==> config.mk <==
export PLATFORM = sky130hd
export DESIGN_NAME = sfc_regs
export DESIGN_NICKNAME = d
export VERILOG_FILES = /design/src/design/sfc_pkg.sv /design/src/design/sfc_port_fc.sv /design/src/design/sfc_regs.sv
export VERILOG_INCLUDE_DIRS = /design/src /design/src/design
export SDC_FILE = /design/constraint.sdc
export NUM_CORES = 1
export LEC_CHECK = 0
export BUFFER_PORTS_ARGS = -buffer_cell sky130_fd_sc_hd__buf_4
export CELL_PAD_IN_SITES_DETAIL_PLACEMENT = 0
export CELL_PAD_IN_SITES_GLOBAL_PLACEMENT = 1
export CORE_MARGIN = 2
export CORE_UTILIZATION = 33
export DETAILED_ROUTE_END_ITERATION = 6
export PLACE_DENSITY_LB_ADDON = 0.05
export SYNTH_ARGS = -nofsm -noshare
export SYNTH_HDL_FRONTEND = slang
export SYNTH_SLANG_ARGS = --single-unit
==> constraint.sdc <==
create_clock -name aclk -period 3.63 [get_ports aclk]
set_clock_uncertainty 0.1 [all_clocks]
set_input_delay 0.5445 -clock aclk [delete_from_list [all_inputs] [get_ports aclk]]
set_output_delay 0.5445 -clock aclk [all_outputs]
set_load 0.01 [all_outputs]
==> src/design/sfc_cfg.svh <==
// Constants for the switch port flow-control register bank.
// Assumes inclusion by bare name from design files.
`ifndef SFC_CFG_SVH
`define SFC_CFG_SVH
`define SFC_OFF_P2 12'h1A4
`define SFC_OFF_P0 12'h1A8
`define SFC_BIT_BP 6
`define SFC_BIT_DUP 5
`define SFC_BIT_CRX 4
`define SFC_BIT_CTX 3
`define SFC_BIT_RX 2
`define SFC_BIT_TX 1
`define SFC_BIT_MAN 0
`define SFC_RESP_OKAY 2'h0
`define SFC_RESP_SLVERR 2'h2
`define SFC_NPORT 2
`endif

==> src/design/sfc_pkg.sv <==
// Types for the switch port flow-control register bank.
// Assumes nothing of its surroundings.
package sfc_pkg;
    typedef enum logic [1:0] {
        SFC_W_IDLE,
        SFC_W_RESP
    } sfc_wstate_t;
    typedef enum logic [0:0] {
        SFC_R_IDLE,
        SFC_R_RESP
    } sfc_rstate_t;
endpackage

==> src/design/sfc_port_fc.sv <==
// One port's flow-control settings and the resolved pause/backpressure state.
// Assumes strap, duplex and negotiation inputs synchronous to aclk.
`timescale 1ns/10ps
`include "sfc_cfg.svh"
module sfc_port_fc (
    input wire logic aclk,
    input wire logic aresetn,
    input wire logic mac_mode,
    input wire logic bp_strap,
    input wire logic pause_strap,
    input wire logic man_strap,
    input wire logic strap_reload,
    input wire logic wr_en,
    input wire logic [6:0] wr_data,
    input wire logic half_duplex,
    input wire logic an_enable,
    input wire logic an_rx_pause,
    input wire logic an_tx_pause,
    output logic [6:0] rd_word,
    output logic bp_active,
    output logic rx_pause_active,
    output logic tx_pause_active
);
    logic bp_en_r;
    logic rx_en_r;
    logic tx_en_r;
    logic man_r;
    logic load_r;
    logic use_manual;
    logic rx_nxt;
    logic tx_nxt;

    // Straps sampled on the first clock after release, and on each reload
    always_ff @(posedge aclk) begin
        if (!aresetn) begin
            load_r <= 1'b1;
        end else begin
            load_r <= 1'b0;
        end
    end

    // Writable fields; software writes never touch the advertisement
    always_ff @(posedge aclk) begin
        if (!aresetn) begin
            bp_en_r <= 1'b0;
            rx_en_r <= 1'b0;
            tx_en_r <= 1'b0;
            man_r <= 1'b0;
        end else if (load_r || strap_reload) begin
            bp_en_r <= bp_strap;
            rx_en_r <= pause_strap;
            tx_en_r <= pause_strap;
            man_r <= mac_mode ? 1'b1 : man_strap;
        end else if (wr_en) begin
            bp_en_r <= wr_data[`SFC_BIT_BP];
            rx_en_r <= wr_data[`SFC_BIT_RX];
            tx_en_r <= wr_data[`SFC_BIT_TX];
            man_r <= mac_mode ? 1'b1 : wr_data[`SFC_BIT_MAN];
        end else if (mac_mode) begin
            man_r <= 1'b1;
        end
    end

    // Manual enables used when selected or negotiation is off
    assign use_manual = man_r || mac_mode || !an_enable;
    assign rx_nxt = !half_duplex && (use_manual ? rx_en_r : an_rx_pause);
    assign tx_nxt = !half_duplex && (use_manual ? tx_en_r : an_tx_pause);

    // Effective state registered so outputs come from flops
    always_ff @(posedge aclk) begin
        if (!aresetn) begin
            rx_pause_active <= 1'b0;
            tx_pause_active <= 1'b0;
            bp_active <= 1'b0;
        end else begin
            rx_pause_active <= rx_nxt;
            tx_pause_active <= tx_nxt;
            bp_active <= half_duplex && bp_en_r;
        end
    end

    // Read image: duplex live, current pause from the flops above
    assign rd_word = {bp_en_r, half_duplex, rx_pause_active, tx_pause_active,
                      rx_en_r, tx_en_r, man_r || mac_mode};

    a_rx_effect: assert property (@(posedge aclk) disable iff (!aresetn)
        rx_pause_active |-> !$past(half_duplex))
        else $error("rx pause active in half duplex");
    a_tx_effect: assert property (@(posedge aclk) disable iff (!aresetn)
        tx_pause_active |-> !$past(half_duplex))
        else $error("tx pause active in half duplex");
    a_man_forced: assert property (@(posedge aclk) disable iff (!aresetn)
        mac_mode && $past(mac_mode) |-> man_r)
        else $error("manual select not forced in mac mode");
endmodule

==> src/design/sfc_regs.sv <==
// Behaviour
// bit 6 enables half-duplex backpressure
// bit 5 reads duplex, 1 is half
// bit 4 reads receive pause in effect
// bit 3 reads transmit pause in effect
// current bits follow effective settings
// bit 2 manual receive pause enable
// bit 1 manual transmit pause enable
// select clear: negotiation if enabled, else manual
// select set: manual enables govern full duplex
// defaults from straps, reloaded by loader
// writes leave transceiver advertisement alone
// host port receive enable follows manual rules
// host port writes leave emulated advertisement
// MAC mode forces select high, read-only
// bits 31 to 7 read zero
// pause in full, backpressure in half
//
// AXI4-Lite register bank for switch port 2 and port 0 flow control.
// Assumes AXI4-Lite master on aclk; status inputs synchronous to aclk.
`timescale 1ns/10ps
`include "sfc_cfg.svh"
module sfc_regs (
    input wire logic aclk,
    input wire logic aresetn,
    input wire logic [11:0] s_axi_awaddr,
    input wire logic [2:0] s_axi_awprot,
    input wire logic s_axi_awvalid,
    output logic s_axi_awready,
    input wire logic [31:0] s_axi_wdata,
    input wire logic [3:0] s_axi_wstrb,
    input wire logic s_axi_wvalid,
    output logic s_axi_wready,
    output logic [1:0] s_axi_bresp,
    output logic s_axi_bvalid,
    input wire logic s_axi_bready,
    input wire logic [11:0] s_axi_araddr,
    input wire logic [2:0] s_axi_arprot,
    input wire logic s_axi_arvalid,
    output logic s_axi_arready,
    output logic [31:0] s_axi_rdata,
    output logic [1:0] s_axi_rresp,
    output logic s_axi_rvalid,
    input wire logic s_axi_rready,
    input wire logic p0_mac_mode,
    input wire logic [1:0] backpressure_strap,
    input wire logic [1:0] pause_enable_strap,
    input wire logic [1:0] manual_select_strap,
    input wire logic strap_reload,
    input wire logic [1:0] port_half_duplex,
    input wire logic [1:0] port_an_enable,
    input wire logic [1:0] port_an_rx_pause,
    input wire logic [1:0] port_an_tx_pause,
    output logic [1:0] port_backpressure_active,
    output logic [1:0] port_rx_pause_active,
    output logic [1:0] port_tx_pause_active
);
    // Index 0 is port 2, index 1 is port 0 (the host-facing port)
    sfc_pkg::sfc_wstate_t wstate_r;
    sfc_pkg::sfc_rstate_t rstate_r;
    logic aw_have_r;
    logic w_have_r;
    logic [11:0] awaddr_r;
    logic [31:0] wdata_r;
    logic [3:0] wstrb_r;
    logic [1:0] wr_en;
    logic [6:0] rd_word [`SFC_NPORT];
    logic [1:0] bp_w;
    logic [1:0] rx_w;
    logic [1:0] tx_w;
    logic [1:0] mac_w;

    // Decode a byte address to a port index; bit 1 flags a hit
    function automatic logic [1:0] sfc_decode(input logic [11:0] addr);
        if (addr == `SFC_OFF_P2) begin
            sfc_decode = 2'h2;
        end else if (addr == `SFC_OFF_P0) begin
            sfc_decode = 2'h3;
        end else begin
            sfc_decode = 2'h0;
        end
    endfunction

    assign mac_w = {p0_mac_mode, 1'b0};

    // One instance per port
    genvar gi;
    generate
        for (gi = 0; gi < `SFC_NPORT; gi++) begin : g_port
            sfc_port_fc u_port (
                .aclk(aclk),
                .aresetn(aresetn),
                .mac_mode(mac_w[gi]),
                .bp_strap(backpressure_strap[gi]),
                .pause_strap(pause_enable_strap[gi]),
                .man_strap(manual_select_strap[gi]),
                .strap_reload(strap_reload),
                .wr_en(wr_en[gi]),
                .wr_data(wdata_r[6:0]),
                .half_duplex(port_half_duplex[gi]),
                .an_enable(port_an_enable[gi]),
                .an_rx_pause(port_an_rx_pause[gi]),
                .an_tx_pause(port_an_tx_pause[gi]),
                .rd_word(rd_word[gi]),
                .bp_active(bp_w[gi]),
                .rx_pause_active(rx_w[gi]),
                .tx_pause_active(tx_w[gi])
            );
        end
    endgenerate

    // Effective flow state already registered inside each port
    always_ff @(posedge aclk) begin
        if (!aresetn) begin
            port_backpressure_active <= 2'h0;
            port_rx_pause_active <= 2'h0;
            port_tx_pause_active <= 2'h0;
        end else begin
            port_backpressure_active <= bp_w;
            port_rx_pause_active <= rx_w;
            port_tx_pause_active <= tx_w;
        end
    end

    // Write: take address and data in either order, then respond
    always_ff @(posedge aclk) begin
        if (!aresetn) begin
            wstate_r <= sfc_pkg::SFC_W_IDLE;
            aw_have_r <= 1'b0;
            w_have_r <= 1'b0;
            awaddr_r <= 12'h000;
            wdata_r <= 32'h0000_0000;
            wstrb_r <= 4'h0;
            s_axi_awready <= 1'b0;
            s_axi_wready <= 1'b0;
            s_axi_bvalid <= 1'b0;
            s_axi_bresp <= `SFC_RESP_OKAY;
        end else begin
            case (wstate_r)
                sfc_pkg::SFC_W_IDLE: begin
                    s_axi_awready <= !aw_have_r && !(s_axi_awvalid && s_axi_awready);
                    s_axi_wready <= !w_have_r && !(s_axi_wvalid && s_axi_wready);
                    if (s_axi_awvalid && s_axi_awready) begin
                        aw_have_r <= 1'b1;
                        awaddr_r <= s_axi_awaddr;
                    end
                    if (s_axi_wvalid && s_axi_wready) begin
                        w_have_r <= 1'b1;
                        wdata_r <= s_axi_wdata;
                        wstrb_r <= s_axi_wstrb;
                    end
                    if (aw_have_r && w_have_r) begin
                        aw_have_r <= 1'b0;
                        w_have_r <= 1'b0;
                        s_axi_awready <= 1'b0;
                        s_axi_wready <= 1'b0;
                        s_axi_bvalid <= 1'b1;
                        // A function result cannot be bit-selected, so compare it whole
                        s_axi_bresp <= (sfc_decode(awaddr_r) != 2'h0) ? `SFC_RESP_OKAY
                                                                      : `SFC_RESP_SLVERR;
                        wstate_r <= sfc_pkg::SFC_W_RESP;
                    end
                end
                sfc_pkg::SFC_W_RESP: begin
                    if (s_axi_bready) begin
                        s_axi_bvalid <= 1'b0;
                        wstate_r <= sfc_pkg::SFC_W_IDLE;
                    end
                end
                default: wstate_r <= sfc_pkg::SFC_W_IDLE;
            endcase
        end
    end

    // Commit on the cycle the response is raised; only low byte lane matters
    always_comb begin
        wr_en = 2'h0;
        if (wstate_r == sfc_pkg::SFC_W_IDLE && aw_have_r && w_have_r && wstrb_r[0]) begin
            if (sfc_decode(awaddr_r) == 2'h2) begin
                wr_en[0] = 1'b1;
            end else if (sfc_decode(awaddr_r) == 2'h3) begin
                wr_en[1] = 1'b1;
            end
        end
    end

    // Read: one cycle after address accept, upper bits zero
    always_ff @(posedge aclk) begin
        if (!aresetn) begin
            rstate_r <= sfc_pkg::SFC_R_IDLE;
            s_axi_arready <= 1'b0;
            s_axi_rvalid <= 1'b0;
            s_axi_rdata <= 32'h0000_0000;
            s_axi_rresp <= `SFC_RESP_OKAY;
        end else begin
            case (rstate_r)
                sfc_pkg::SFC_R_IDLE: begin
                    s_axi_arready <= !(s_axi_arvalid && s_axi_arready);
                    if (s_axi_arvalid && s_axi_arready) begin
                        s_axi_rvalid <= 1'b1;
                        rstate_r <= sfc_pkg::SFC_R_RESP;
                        if (sfc_decode(s_axi_araddr) == 2'h2) begin
                            s_axi_rdata <= {25'h0000000, rd_word[0]};
                            s_axi_rresp <= `SFC_RESP_OKAY;
                        end else if (sfc_decode(s_axi_araddr) == 2'h3) begin
                            s_axi_rdata <= {25'h0000000, rd_word[1]};
                            s_axi_rresp <= `SFC_RESP_OKAY;
                        end else begin
                            s_axi_rdata <= 32'h0000_0000;
                            s_axi_rresp <= `SFC_RESP_SLVERR;
                        end
                    end
                end
                sfc_pkg::SFC_R_RESP: begin
                    s_axi_arready <= 1'b0;
                    if (s_axi_rready) begin
                        s_axi_rvalid <= 1'b0;
                        s_axi_arready <= 1'b1;
                        rstate_r <= sfc_pkg::SFC_R_IDLE;
                    end
                end
                default: rstate_r <= sfc_pkg::SFC_R_IDLE;
            endcase
        end
    end

    // Read image: reserved bits zero, live status fields per port
    a_rsvd_zero: assert property (@(posedge aclk) disable iff (!aresetn)
        s_axi_rvalid |-> s_axi_rdata[31:7] == 25'h0000000)
        else $error("reserved read bits not zero");
    a_duplex_read: assert property (@(posedge aclk) disable iff (!aresetn)
        s_axi_arvalid && s_axi_arready && s_axi_araddr == `SFC_OFF_P2
        |=> s_axi_rdata[`SFC_BIT_DUP] == $past(port_half_duplex[0]))
        else $error("duplex read mismatch");
    a_duplex_host: assert property (@(posedge aclk) disable iff (!aresetn)
        s_axi_arvalid && s_axi_arready && s_axi_araddr == `SFC_OFF_P0
        |=> s_axi_rdata[`SFC_BIT_DUP] == $past(port_half_duplex[1]))
        else $error("host duplex read mismatch");
    a_rx_read: assert property (@(posedge aclk) disable iff (!aresetn)
        s_axi_arvalid && s_axi_arready && s_axi_araddr == `SFC_OFF_P0
        |=> s_axi_rdata[`SFC_BIT_CRX] == $past(rx_w[1]))
        else $error("rx pause read mismatch");
    a_rx_port2: assert property (@(posedge aclk) disable iff (!aresetn)
        s_axi_arvalid && s_axi_arready && s_axi_araddr == `SFC_OFF_P2
        |=> s_axi_rdata[`SFC_BIT_CRX] == $past(rx_w[0]))
        else $error("port2 rx pause read mismatch");
    a_tx_read: assert property (@(posedge aclk) disable iff (!aresetn)
        s_axi_arvalid && s_axi_arready && s_axi_araddr == `SFC_OFF_P2
        |=> s_axi_rdata[`SFC_BIT_CTX] == $past(tx_w[0]))
        else $error("tx pause read mismatch");
    a_tx_host: assert property (@(posedge aclk) disable iff (!aresetn)
        s_axi_arvalid && s_axi_arready && s_axi_araddr == `SFC_OFF_P0
        |=> s_axi_rdata[`SFC_BIT_CTX] == $past(tx_w[1]))
        else $error("host tx pause read mismatch");

    // Backpressure only in half duplex; the outputs lag the input by two flops
    a_bp_half: assert property (@(posedge aclk) disable iff (!aresetn)
        port_backpressure_active[0] |-> $past(port_half_duplex[0], 2))
        else $error("backpressure outside half duplex");
    a_bp_host: assert property (@(posedge aclk) disable iff (!aresetn)
        port_backpressure_active[1] |-> $past(port_half_duplex[1], 2))
        else $error("host backpressure outside half duplex");

    // Effective pause source: manual enables versus negotiated results
    a_manual_rx: assert property (@(posedge aclk) disable iff (!aresetn)
        !port_half_duplex[0] && !port_an_enable[0] && !wr_en[0] && !strap_reload
        && $stable(port_half_duplex[0]) && $stable(port_an_enable[0])
        |=> ##1 port_rx_pause_active[0] == $past(rd_word[0][`SFC_BIT_RX], 2))
        else $error("manual rx pause not applied");
    a_manual_tx: assert property (@(posedge aclk) disable iff (!aresetn)
        !port_half_duplex[0] && !port_an_enable[0]
        |=> ##1 port_tx_pause_active[0] == $past(rd_word[0][`SFC_BIT_TX], 2))
        else $error("manual tx pause not applied");
    a_neg_rx: assert property (@(posedge aclk) disable iff (!aresetn)
        !port_half_duplex[0] && port_an_enable[0] && !rd_word[0][`SFC_BIT_MAN]
        |=> ##1 port_rx_pause_active[0] == $past(port_an_rx_pause[0], 2))
        else $error("negotiated rx pause not applied");
    a_manual_host: assert property (@(posedge aclk) disable iff (!aresetn)
        !port_half_duplex[1] && rd_word[1][`SFC_BIT_MAN]
        |=> ##1 port_rx_pause_active[1] == $past(rd_word[1][`SFC_BIT_RX], 2))
        else $error("host manual rx pause not applied");

    // Writable fields land one cycle after the commit; host select reads high in MAC mode
    a_bp_write: assert property (@(posedge aclk) disable iff (!aresetn)
        wr_en[1] && !strap_reload
        |=> rd_word[1][`SFC_BIT_BP] == $past(wdata_r[`SFC_BIT_BP]))
        else $error("backpressure enable write lost");
    a_mac_select: assert property (@(posedge aclk) disable iff (!aresetn)
        s_axi_arvalid && s_axi_arready && s_axi_araddr == `SFC_OFF_P0 && p0_mac_mode
        |=> s_axi_rdata[`SFC_BIT_MAN])
        else $error("host select not high in mac mode");

    // Bus side: refusals, okay write answers and channel closing while a response stands
    a_unmapped_rd: assert property (@(posedge aclk) disable iff (!aresetn)
        s_axi_arvalid && s_axi_arready && sfc_decode(s_axi_araddr) == 2'h0
        |=> s_axi_rresp == `SFC_RESP_SLVERR && s_axi_rdata == 32'h0000_0000)
        else $error("unmapped read not refused");
    a_unmapped_wr: assert property (@(posedge aclk) disable iff (!aresetn)
        wstate_r == sfc_pkg::SFC_W_IDLE && aw_have_r && w_have_r
        && sfc_decode(awaddr_r) == 2'h0
        |=> s_axi_bvalid && s_axi_bresp == `SFC_RESP_SLVERR)
        else $error("unmapped write not refused");
    a_mapped_wr: assert property (@(posedge aclk) disable iff (!aresetn)
        wstate_r == sfc_pkg::SFC_W_IDLE && aw_have_r && w_have_r
        && sfc_decode(awaddr_r) != 2'h0
        |=> s_axi_bvalid && s_axi_bresp == `SFC_RESP_OKAY)
        else $error("mapped write not answered okay");
    a_aw_closed: assert property (@(posedge aclk) disable iff (!aresetn)
        s_axi_bvalid |-> !s_axi_awready && !s_axi_wready)
        else $error("write channels open during response");
    a_ar_closed: assert property (@(posedge aclk) disable iff (!aresetn)
        s_axi_rvalid |-> !s_axi_arready)
        else $error("read address open during response");
endmodule

; Yosys cells after proc, flatten, opt, wreduce, memory -nomap -nowiden
; Cells that the tools add are included.
[word_totals]
reg_bits = 87
in_bits = 89
wordCells = 162
output_inout_bits = 47
[classes]
bitwise_logic = 1
n_mux = 70
n_reduce_logical = 45
n_eq_ne = 13
[ops]
columns = op, count
row1 = "equality test 12 x 9 -> 1 bit, second input constant", 4
row2 = two-way mux 2 bit, 23
row3 = two-way mux 1 bit, 40
row4 = AND reduction 2 bit, 8
row5 = logical AND 1 bit, 15
row6 = two-way mux 7 bit, 2
row7 = nonzero test 2 bit, 6
row8 = zero test 1 bit, 9
row9 = "equality test 2 bit, second input constant", 4
row10 = "!= test 2 bit, second input constant", 4
row11 = case mux 1 bit (2 select lines), 4
row12 = logical OR 1 bit, 4
row13 = case mux 2 bit (2 select lines), 1
row14 = AND reduction 3 bit, 1
row15 = nonzero test 3 bit, 1
row16 = "equality test 2 x 1 -> 1 bit, second input constant", 1
row17 = zero test 2 bit, 1
row18 = NOT 1 bit, 1

; Longest topological paths before layout
; Gate-level depths: netlist (run 1).
[depth]
ltp_word = 14
mapped_depth = 6
mapped_depth_nobuf = 4

; Hierarchy
; Synthesis (run 1) repeated with hierarchy kept, for this count alone.
[hier_totals]
hier_cells = 295
area_unflattened_um2 = 2717.6
[modules_own_cells]
columns = module, area_each_um2, instances, cells_per_inst, seq_area_each_um2
row1 = sfc_regs, 1894.3, 1, 217, 860.8
row2 = sfc_port_fc, 411.6, 2, 39, 160.2

; Least setup slack after synthesis (run 1)
; No wires, ideal clock.
[synth_path]
path_kind = input port to flip-flop
startpoint = input s_axi_araddr[11]
endpoint = register s_axi_rresp[1]
path_buffers = 0
stages = 4
slack_ns = 1.654
setup_time_ns = 0.132
arrival_ns = 1.743
path_cell_list = or4b_4 -> nor4_4 -> or3_2 -> a21oi_1
[synth_between]
elab_chain_cells = 10
elab_cells_between_ends = 15
[synth_lines]
columns = item, line_no
row1 = start: declaration, sfc_regs.sv:37  ; input wire logic [11:0] s_axi_araddr,
row2 = equality test 12 x 9 -> 1 bit (no line), --
row3 = two-way mux 2 bit, sfc_regs.sv:77  ; end else if (addr == `SFC_OFF_P0) begin
row4 = two-way mux 2 bit (*), sfc_regs.sv:75  ; if (addr == `SFC_OFF_P2) begin
row5 = two-way mux 2 bit, sfc_regs.sv:202  ; if (sfc_decode(s_axi_araddr) == 2'h2) begin
row6 = two-way mux 2 bit, sfc_regs.sv:199  ; if (s_axi_arvalid && s_axi_arready) begin
row7 = two-way mux 2 bit, sfc_regs.sv:196  ; case (rstate_r)
row8 = two-way mux 2 bit, sfc_regs.sv:189  ; if (!aresetn) begin
row9 = equality test 2 bit, sfc_regs.sv:205  ; end else if (sfc_decode(s_axi_araddr) == 2'h3) begin
row10 = two-way mux 2 bit, sfc_regs.sv:205
row11 = two-way mux 2 bit (*), sfc_regs.sv:202
row12 = end signal: assignment, sfc_regs.sv:194  ; s_axi_rresp <= `SFC_RESP_OKAY;
row13 = end signal: assignment, sfc_regs.sv:204  ; s_axi_rresp <= `SFC_RESP_OKAY;
row14 = end signal: assignment, sfc_regs.sv:207  ; s_axi_rresp <= `SFC_RESP_OKAY;
row15 = end: declaration, sfc_regs.sv:42  ; output logic [1:0] s_axi_rresp,
; Every way passes the cells marked *; elsewhere a longest branch is shown, timed or not. The select of a mux whose other input is x is not followed.
; A chain may end at the register's enable or synchronous reset.

; Worst setup path after layout (run 1)
; Same ends and word-level chain as after synthesis.

==> results of run 1 <==
## layout make-up
cell class,instances,area [µm²]
repair buffers,71,533
clock buffers,6,72.6
fillers,749,3920
well taps,96,120
flip-flops and latches,55,1100
clock inverters,2,12.5
multi-input cells,196,1100
inverters,3,11.3
## cells in the final DEF (no fill, tap or decap), types with 5 or more instances in the layout
master,n
conb_1,27
clkbuf_8,5
a21oi_1,23
nor3_1,5
o21ai_0,9
a221oi_1,6
nand2_1,37
mux2i_1,12
nand2b_1,6
nor2_1,26
and2_1,7
buf_4,71
dfxtp_1,55
## synth_stat cells, types with 3 or more instances
library cell,number
dfxtp_1,55
nand2_1,37
buf_4,27
nor2_1,26
a21oi_1,23
mux2i_1,12
clkbuf_1,9
o21ai_0,9
and2_1,7
a221oi_1,6
nand2b_1,6
nor3_1,5
a211oi_1,3
buf_2,3
inv_1,3
nand3_1,3
nand4_1,3
nor4b_1,3
or2_2,3
## path summary, 6_finish.rpt
kind,cells after the start,slack [ns],startpoint,end
setup reg to reg,4,1.75,awaddr_r[4],g_port[0].u_port.tx_en_r
hold / removal,2,0.31,s_axi_rready,s_axi_rvalid
setup / recovery,5,1.62,s_axi_araddr[11],s_axi_rresp[1]
hold reg to reg,1,0.35,g_port[0].u_port.bp_active,port_backpressure_active[0]
## kinds of logic after synthesis
family,after synthesis,synth area share (%)
other cells,1,0.158
flops,55,46.4
xor+xnor,1,0.369
simple gates,108,24.4
buf+inv,43,11.2
compound gates,48,12.4
mux,12,5.06
## through the flow
stage | setup WS, ns | power [µW]
floorplan | 1.65 | 785
global placement | 1.28 | 845
detailed placement | 1.29 | 847
CTS | 1.62 | 1180
global route | 1.55 | 1230
finish | 1.62 | 1160
## where the power goes
group          switching, µW  internal (µW)
sequential              23.0            638
clock                    197            135
combinational           85.1           84.9
total                    305            858
## layer usage
| metal | part of all wire (%) | wire (µm) | global-route usage (%) | up-vias |
|---|---|---|---|---|
| met2 | 49 | 2630 | 22.7 | 46 |
| met3 | 5.1 | 271 | 3.45 | 4 |
| met5 | 0 | 0 | 0 | - |
| met4 | 0.71 | 38 | 2.89 | 0 |
| met1 | 45 | 2410 | 18.0 | 873 |
| li1 | - | - | - | 993 |
==> summary.txt, run 1 <==
status: complete, no violations
vias per inst: 4.47
vias in the first global route: 1728
hold crit path type: in2reg
Synth area leaders: dfxtp_1, buf_4, nand2_1
row cnt: 30
critical path cell sequence: buf_4 > or4b_4 > nor4_4 > or3_2 > a21oi_1
syn_area_per_cell: 8.86 µm²
Yosys reg bits: 55
crit-path max cell delay: 0.57 ns
Max Cap Viol: 0
Final Cycle Share: 55.5%
largest net degree at the start of global routing: 31
Largest regs: awaddr_r x12, s_axi_rdata x7, wdata_r x4
Worst Tran Pin Value: 0.986 ns
WP data arrival: 2.06 ns
total core area: 0.00687 mm²
share of flip-flops with an asynchronous set or reset: 0%
Final ANT Viol Nets: 0
Clock Tree Buf Depth: 2
placed insts: 421
Area Overhead vs Synth: 24.5%
Yosys top cell by area: dfxtp_1
RD Place Congestion: 0.713
Power Density: 394 mW/mm²
WP buf/inv: 1
DRC Markers: 0
Crit Path Class: in2reg
root buffer cell: clkbuf_8
register area share after synthesis: 46.4%
DR pass1 iterations: 4
initial antenna violation count: 0
Critical Path RT: 3.68 ns
Pins Over Slew Limit: 0
share of post-route cells with drive strength above 1: 26.4%
EDFF count, synth: 0
Final Hold Viols: 0
Post-CTS Setup Inserts: 0
via count: 1916
Post-Layout Inst Area: 0.00295 mm²
Max IR drop VDD: 0.167 mV
Leak: 0.00131 µW
Post-synth top flop: dfxtp_1
Remaining Overflow, GRT: 0
DP HPWL: 4030 µm
H-tree depth: 2
Netlist Area Pre-Place: 0.00237 mm²
cts hold-fix bufs: 0
final-report setup violation count: 0
Initial Util: 34.6%
fmax: 497 MHz
Ys Warns: 0
Synth top area share: 46.4%
CTS tree: built
setup_tns: 0 ns
clk sink count: 55
Post-Place Cell Area: 0.00287 mm²
CP max stage cell: or4b_4
top-level I/O count: 136
first-pass GRT wire length: 8380 µm
Die X: 88.8 µm
chip height: 88.8 µm
Clk pin slew, worst setup/hold paths: 0.10 ns
port buffer count: 71
Startpoint Class: primary input
routed length per instance: 12.4 µm
RSZ-0062 raised after global routing: false
nets: 421
Rel. slew slack: 34.2%
Detailed Route WL: 5340 µm
CP max FO: 8
kind of cell adding the most delay to the critical path: simple AND/OR/NAND/NOR gates
Resize count post-CTS: 0
CP Capture Type: flop
max FFs per register: 12
Post-Layout Cell Count: 429
cells after synthesis: 268
Synth cell types: 38
worst hold slack: 0.310 ns
largest reg by FF count: awaddr_r
Final Util: 43.0%
crit path time final: 2.01 ns
DR iter-0 viols: 50
area of the die: 0.00789 mm²
TritonCTS Buffers: 5
Ant. Diodes: 0
clock latency on the worst-skew pair: 0.31 ns
Tot GR Track Use: 13.7%
Power figures use the tool's default switching activity.
==> run 2, diff against run 1 <==
--- a/config.mk
+++ b/config.mk
@@ -6,11 +6,12 @@
 export SDC_FILE = /design/constraint.sdc
 export NUM_CORES = 1
 export LEC_CHECK = 0
+export ABC_AREA = 1
 export BUFFER_PORTS_ARGS = -buffer_cell sky130_fd_sc_hd__buf_4
 export CELL_PAD_IN_SITES_DETAIL_PLACEMENT = 0
 export CELL_PAD_IN_SITES_GLOBAL_PLACEMENT = 1
 export CORE_MARGIN = 2
-export CORE_UTILIZATION = 33
+export CORE_UTILIZATION = 27
 export DETAILED_ROUTE_END_ITERATION = 6
 export PLACE_DENSITY_LB_ADDON = 0.05
 export SYNTH_ARGS = -nofsm -noshare
==> constraint.sdc (replaced) <==
create_clock -name aclk -period 1.8 [get_ports aclk]
set_clock_uncertainty 0.1 [all_clocks]
set_input_delay 0.27 -clock aclk [delete_from_list [all_inputs] [get_ports aclk]]
set_output_delay 0.27 -clock aclk [all_outputs]
set_load 0.01 [all_outputs]
==> run 2 against run 1 <==
Sequential power up 100%. Sequential share of layout area fell by 2.5 points. Global-route usage down 1.4 points. Sequential cell count is the same. Clock power rose by 120%. Power is 110% higher. Final area grew 7.2%. Critical endpoint is now g_port[0].u_port.bp_en_r. Largest cell class is now registers. Largest power group unchanged.
==> summary.txt, run 2 <==
Die X: 101 µm (+14%)
Clk pin slew, worst setup/hold paths: 0.09 ns (about the same)
Synth area leaders: dfxtp_1, nor2_1, buf_4
status: complete, no violations
Largest regs: awaddr_r x12, s_axi_rdata x7, wdata_r x4
via count: 2254 (+18%)
Final Hold Viols: 0 (unchanged)
Area Overhead vs Synth: 24.9%
end of the worst register-to-register path: g_port[0].u_port.bp_en_r
DRC Markers: 0 (unchanged)
RD Place Congestion: 0.701 (-1.7%)
largest net degree at the start of global routing: 21 (-32%)
crit-path max cell delay: 0.34 ns (-0.23 ns)
Hold Startpoint: s_axi_rready
first-pass GRT wire length: 9880 µm (+18%)
setup slack after layout: 0.382 ns (-1.23 ns)
Reg2Reg Depth: 9 (+5)
clk sink count: 55 (unchanged)
Netlist Area Pre-Place: 0.00253 mm² (+6.8%)
row cnt: 35 (+17%)
CP max FO: 5 (-3)
kind of cell adding the most delay to the critical path: simple AND/OR/NAND/NOR gates
worst slack, placed: 0.305 ns (-0.982 ns)
share of flip-flops with an asynchronous set or reset: 0% (unchanged)
Final Cycle Share: 78.8%
Remaining Overflow, GRT: 0 (unchanged)
EDFF count, synth: 0 (unchanged)
Yosys reg bits: 55 (unchanged)
Startpoint Class: flop
vias in the first global route: 2130 (+23%)
total core area: 0.00915 mm² (+33%)
Resize count post-CTS: 0 (unchanged)
DP HPWL: 4700 µm (+17%)
DR iter-0 viols: 72 (+44%)
chip height: 101 µm (+14%)
fmax: 705 MHz
placed insts: 528 (+25%)
Ant. Diodes: 0 (unchanged)
CTS tree: built
register area share after synthesis: 43.4% (-3.0 points)
Post-synth top flop: dfxtp_1
critical path cell sequence: nand2_1 > nor2_1 > nand2_2 > nor2_2 > nand2_1 > nand2_2 > inv_2 > nor2_1 > nor2_1
Final ANT Viol Nets: 0 (unchanged)
share of post-route cells with drive strength above 1: 24.5% (-2.0 points)
max FFs per register: 12 (unchanged)
area of the die: 0.0102 mm² (+29%)
Max IR drop VDD: 0.285 mV (+71%)
clock latency on the worst-skew pair: 0.30 ns (about the same)
vias per inst: 4.21 (-5.8%)
Power Density: 788 mW/mm² (+100%)
Crit Path Class: reg2reg
DR pass1 iterations: 4 (unchanged)
CP Capture Type: flop
crit path time final: 1.42 ns
commonest non-fill, non-tap cell in the layout: buf_4
Yosys top cell by area: dfxtp_1
final-report setup violation count: 0 (unchanged)
largest reg by FF count: awaddr_r
cts hold-fix bufs: 0 (unchanged)
Synth cell types: 28 (-26%)
TritonCTS Buffers: 5 (unchanged)
Post-CTS Setup Inserts: 0 (unchanged)
Max Cap Viol: 0 (unchanged)
Ys Warns: 0 (unchanged)
Pins Over Slew Limit: 0 (unchanged)
nets: 513 (+22%)
Clock Tree Buf Depth: 2 (unchanged)
cells after synthesis: 353 (+32%)
worst reg-to-reg setup slack: 0.38 ns (-1.37 ns)
Initial Util: 27.7% (-6.9 points)
Tot GR Track Use: 12.3% (-1.4 points)
Hold Path Sink: s_axi_rvalid
Critical Path RT: 1.90 ns (-1.78 ns)
hold path depth: 2 (unchanged)
Detailed Route WL: 6060 µm (+13%)
Commonest cells post-synth: nor2_1, dfxtp_1, nand2_1, inv_1, buf_4
routed length per instance: 11.3 µm (-9.2%)
root buffer cell: clkbuf_8
Layout fillers: 1036 (+38%)
Post-Layout Cell Count: 536 (+25%)
hold crit path type: in2reg
syn_area_per_cell: 7.18 µm² (-19%)
port buffer count: 71 (unchanged)
worst r2r src: awaddr_r[5]
H-tree depth: 2 (unchanged)
top-level I/O count: 136 (unchanged)
CP max stage cell: dfxtp_1
Leak: 0.00154 µW (+17%)
setup_tns: 0 ns (unchanged)
Synth top area share: 43.4% (-3.0 points)
WP buf/inv: 1 (unchanged)
most frequent CP cell: nor2_1
WP data arrival: 1.52 ns (-0.54 ns)
RSZ-0062 raised after global routing: false
count leader, synth: nor2_1
most frequent cells in the layout: buf_4, nor2_1, dfxtp_1, nand2_1, inv_1
initial antenna violation count: 0 (unchanged)
-- run 2: cell count changes in the layout (fill, tap and decap cells not counted), sizes merged, moves of 4 or more --
cell	change
buf	+4
a221oi	-6
nand2	+7
a21oi	-9
inv	+44
nand2b	-6
nand3	+23
nor2	+52
and2	-7
mux2i	-12
o21ai	+25
-- run 2: how the worst max path moves through the flow --
stage | start | endpoint | slack, ns | cells after the start
3_3_place_gp | s_axi_araddr[11] | s_axi_rdata[2] | 0.32 | 9
2_1_floorplan | s_axi_bvalid | g_port[1].u_port.rx_en_r | 0.56 | 8
3_5_place_dp | s_axi_araddr[11] | s_axi_rdata[2] | 0.31 | 9
5_1_grt | awaddr_r[5] | g_port[0].u_port.man_r | 0.21 | 9
4_1_cts | awaddr_r[5] | g_port[0].u_port.rx_en_r | 0.34 | 9
6_report | awaddr_r[5] | g_port[0].u_port.bp_en_r | 0.38 | 9
-- run 2: layout make-up --
class	instances	area, µm²	share of cell area, %
flip-flops and latches	55	1100	34.8
multi-input cells	238	1080	34.0
repair buffers	75	563	17.8
inverters	49	185	5.85
well taps	111	139	4.39
clock buffers	8	100	3.16
-- run 2: kinds of logic (layout without fill, tap and decap cells) --
kind of cell	after synthesis	count (layout)	synth area share (%)
AO/OA/AOI/OAI	53	53	10.9
AND/OR/NAND/NOR	158	158	27.6
buffers and inverters	86	132	17.9
other	1	27	0.148
flip-flops	55	55	43.4
-- run 2: power breakdown --
group	switching, µW	leakage [µW]	internal (µW)	total, µW
clock	391	0.0000515	352	744
combinational	224	0.00104	184	408
sequential	47.1	0.000452	1300	1340
total	663	0.00154	1830	2500
-- run 2: worst register-to-register path, delay by kind of cell, from the launching register on --
family        cells  cell delay [ns]
buf+inv           1             0.06
flops             1             0.34
simple gates      8             0.81
-- run 2: through the flow --
step | power (µW) | utilization, % | hold WS (ns) | cell area (µm²)
2_1_floorplan | 1650 | - | 0.269 | 2630
3_3_place_gp | 1790 | 33.5 | 0.312 | 3070
3_5_place_dp | 1790 | 33.5 | 0.314 | 3070
4_1_cts | 2550 | 34.6 | 0.0323 | 3170
5_1_grt | 2650 | 34.6 | 0.0391 | 3170
6_report | 2500 | 34.6 | 0.0488 | 3170
-- run 2: routing by layer --
metal,GRT usage [%],vias up,wire length [µm]
met5,0,-,0
met4,3.43,0,63
met3,2.77,5,301
met2,21.0,55,2910
met1,15.5,1008,2780
li1,-,1186,-
==> run 3, diff against run 2 <==
--- a/config.mk
+++ b/config.mk
@@ -6,12 +6,12 @@
 export SDC_FILE = /design/constraint.sdc
 export NUM_CORES = 1
 export LEC_CHECK = 0
-export ABC_AREA = 1
+export ABC_AREA = 0
 export BUFFER_PORTS_ARGS = -buffer_cell sky130_fd_sc_hd__buf_4
 export CELL_PAD_IN_SITES_DETAIL_PLACEMENT = 0
 export CELL_PAD_IN_SITES_GLOBAL_PLACEMENT = 1
 export CORE_MARGIN = 2
-export CORE_UTILIZATION = 27
+export CORE_UTILIZATION = 30
 export DETAILED_ROUTE_END_ITERATION = 6
 export PLACE_DENSITY_LB_ADDON = 0.05
 export SYNTH_ARGS = -nofsm -noshare
==> constraint.sdc (replaced) <==
create_clock -name aclk -period 1.45 [get_ports aclk]
set_clock_uncertainty 0.1 [all_clocks]
set_input_delay 0.2175 -clock aclk [delete_from_list [all_inputs] [get_ports aclk]]
set_output_delay 0.2175 -clock aclk [all_outputs]
set_load 0.01 [all_outputs]
==> run 3 against run 2 <==
The flow now finishes with violations (setup timing). Via count fell by 11%. Final area grew 3.0%. First-iteration DRC count shrank 43%. Cell count shrank 15%. Combinational power grew 21%. Sequential cell count unchanged. Register-to-register slack got worse by 0.43 ns. Clock power up 41%. Setup slack got worse by 0.43 ns. Die area fell by 15%. Critical path type unchanged. Highest routed layer unchanged.
==> summary.txt, run 3 (synthesis results as in run 1) <==
status: finished with violations
failing checks: setup timing
met2 Usage GRT: 20.4% (-0.62 points)
row cnt: 32 (-8.6%)
Sw Share: 24.5% (-2.1 points)
met3 Resource Use GR: 3.17% (+0.40 points)
Clk pin slew, worst setup/hold paths: 0.10 ns (about the same)
largest reg by FF count: awaddr_r
Initial Util: 30.9% (+3.2 points)
share of post-route cells with drive strength above 1: 34.8% (+10 points)
top-level I/O count: 136 (unchanged)
Final Cycle Share: 104% (+25 points)
setup slack after layout: -0.0532 ns (-0.435 ns)
root buffer cell: clkbuf_8
chip height: 93.0 µm (-7.9%)
DRC Markers: 0 (unchanged)
Max Cap Viol: 0 (unchanged)
Largest regs: awaddr_r x12, s_axi_rdata x7, wdata_r x4
Detailed Route WL: 5640 µm (-7.0%)
Max IR drop VDD: 0.485 mV (+70%)
DR pass1 iterations: 4 (unchanged)
RD Place Congestion: 0.733 (+4.7%)
RSZ-0062 raised after global routing: true
DR iter-0 viols: 41 (-43%)
worst reg-to-reg setup slack: -0.05 ns (-0.43 ns)
fmax: 665 MHz (-5.6%)
Ant. Diodes: 0 (unchanged)
vias per inst: 4.40 (+4.5%)
via count: 2013 (-11%)
clk sink count: 55 (unchanged)
Most Used Layer, Global Route: met2
CTS tree: built
CP Capture Type: flop
worst hold slack: 0.0378 ns (-0.0110 ns)
largest net degree at the start of global routing: 31 (+48%)
routed length per instance: 12.3 µm (+8.8%)
Pins Over Slew Limit: 0 (unchanged)
Tot GR Track Use: 13.0% (+0.72 points)
Remaining Overflow, GRT: 0 (unchanged)
Psw: 785 µW (+18%)
Final Util: 42.4% (+7.8 points)
max FFs per register: 12 (unchanged)
initial antenna violation count: 0 (unchanged)
worst slack, placed: -0.296 ns (-0.601 ns)
vias in the first global route: 1874 (-12%)
DP HPWL: 4300 µm (-8.5%)
Clock Tree Buf Depth: 2 (unchanged)
H-tree depth: 2 (unchanged)
commonest non-fill, non-tap cell in the layout: buf_4
final-report setup violation count: 5 (+5)
Area Overhead vs Synth: 37.3%
setup_tns: -0.174 ns (-0.174 ns)
crit path time final: 1.50 ns (+0.0849 ns)
Pint: 2420 µW (+32%)
Critical Path RT: 1.55 ns (-0.35 ns)
nets: 444 (-13%)
clock latency on the worst-skew pair: 0.31 ns (about the same)
WP data arrival: 1.60 ns (+0.08 ns)
port buffer count: 71 (unchanged)
clock share of power: 32.9% (+3.1 points)
CP max FO: 4 (-1)
most frequent cells in the layout: buf_4, dfxtp_1, nand2_1, conb_1, nor2_1
total core area: 0.00769 mm² (-16%)
first-pass GRT wire length: 8930 µm (-9.6%)
Gate power share: 15.4% (-1.0 points)
Crit Path Class: reg2reg
Final Hold Viols: 0 (unchanged)
Power Density: 983 mW/mm² (+25%)
hold crit path type: in2reg
met1 Use GR: 17.7% (+2.2 points)
TritonCTS Buffers: 5 (unchanged)
Startpoint Class: flop
Die X: 93.0 µm (-7.9%)
area of the die: 0.00864 mm² (-15%)
Final ANT Viol Nets: 0 (unchanged)
sequential power share: 51.7% (-2.2 points)
total power: 3200 µW (+28%)
Leak: 0.00147 µW (-4.6%)
run 3: through the flow:
stage,instances,instance area (µm²)
6_report,458,3260
5_1_grt,458,3260
3_3_place_gp,448,3070
4_1_cts,457,3230
3_5_place_dp,448,3070
2_1_floorplan,294,2500
run 3: final cells by class:
class / count / area [µm²]
Inverter: 3 / 11.3
Tap cell: 102 / 128
Sequential cell: 55 / 1110
Fill cell: 806 / 4430
Multi-Input combinational cell: 196 / 1170
Clock buffer: 6 / 82.6
Timing Repair Buffer: 94 / 728
Clock inverter: 2 / 35.0
run 3: power groups by stage:
stage	Sequential, µW	Clock (µW)	Combinational [µW]
2_1_floorplan	1690	0	280
3_3_place_gp	1690	0	486
3_5_place_dp	1690	0	489
4_1_cts	1660	1090	497
5_1_grt	1670	1170	549
6_report	1660	1050	494
run 3: per-layer routing:
layer	vias to the layer above	share of wire, %
li1	1039	-
met1	913	46
met5	-	0
met3	7	5.4
met2	54	48
met4	0	1.1
run 3: what timing repair did:
action	4_1_cts	5_1_grt
endpoints found under the setup margin	8	8
gates resized for setup	10	7
hold endpoints to repair	1	0
hold buffers	1	0
pin swaps	4	2
setup buffers	0	1
run 3: final timing paths:
check / from / cells past startpoint / end
hold reg to reg: g_port[0].u_port.bp_active / 1 / port_backpressure_active[0]
setup reg to reg: awaddr_r[10] / 5 / g_port[1].u_port.rx_en_r
setup / recovery: awaddr_r[10] / 5 / g_port[1].u_port.rx_en_r
hold / removal: s_axi_awaddr[7] / 3 / awaddr_r[7]
run 3: worst max-delay path, stage by stage, from the launching register on:
cell and delay (ns):
dfxtp_2 0.35, nor4bb_4 0.28, buf_4 0.16, and4_4 0.24
mux2i_1 0.20, a21oi_1 0.07
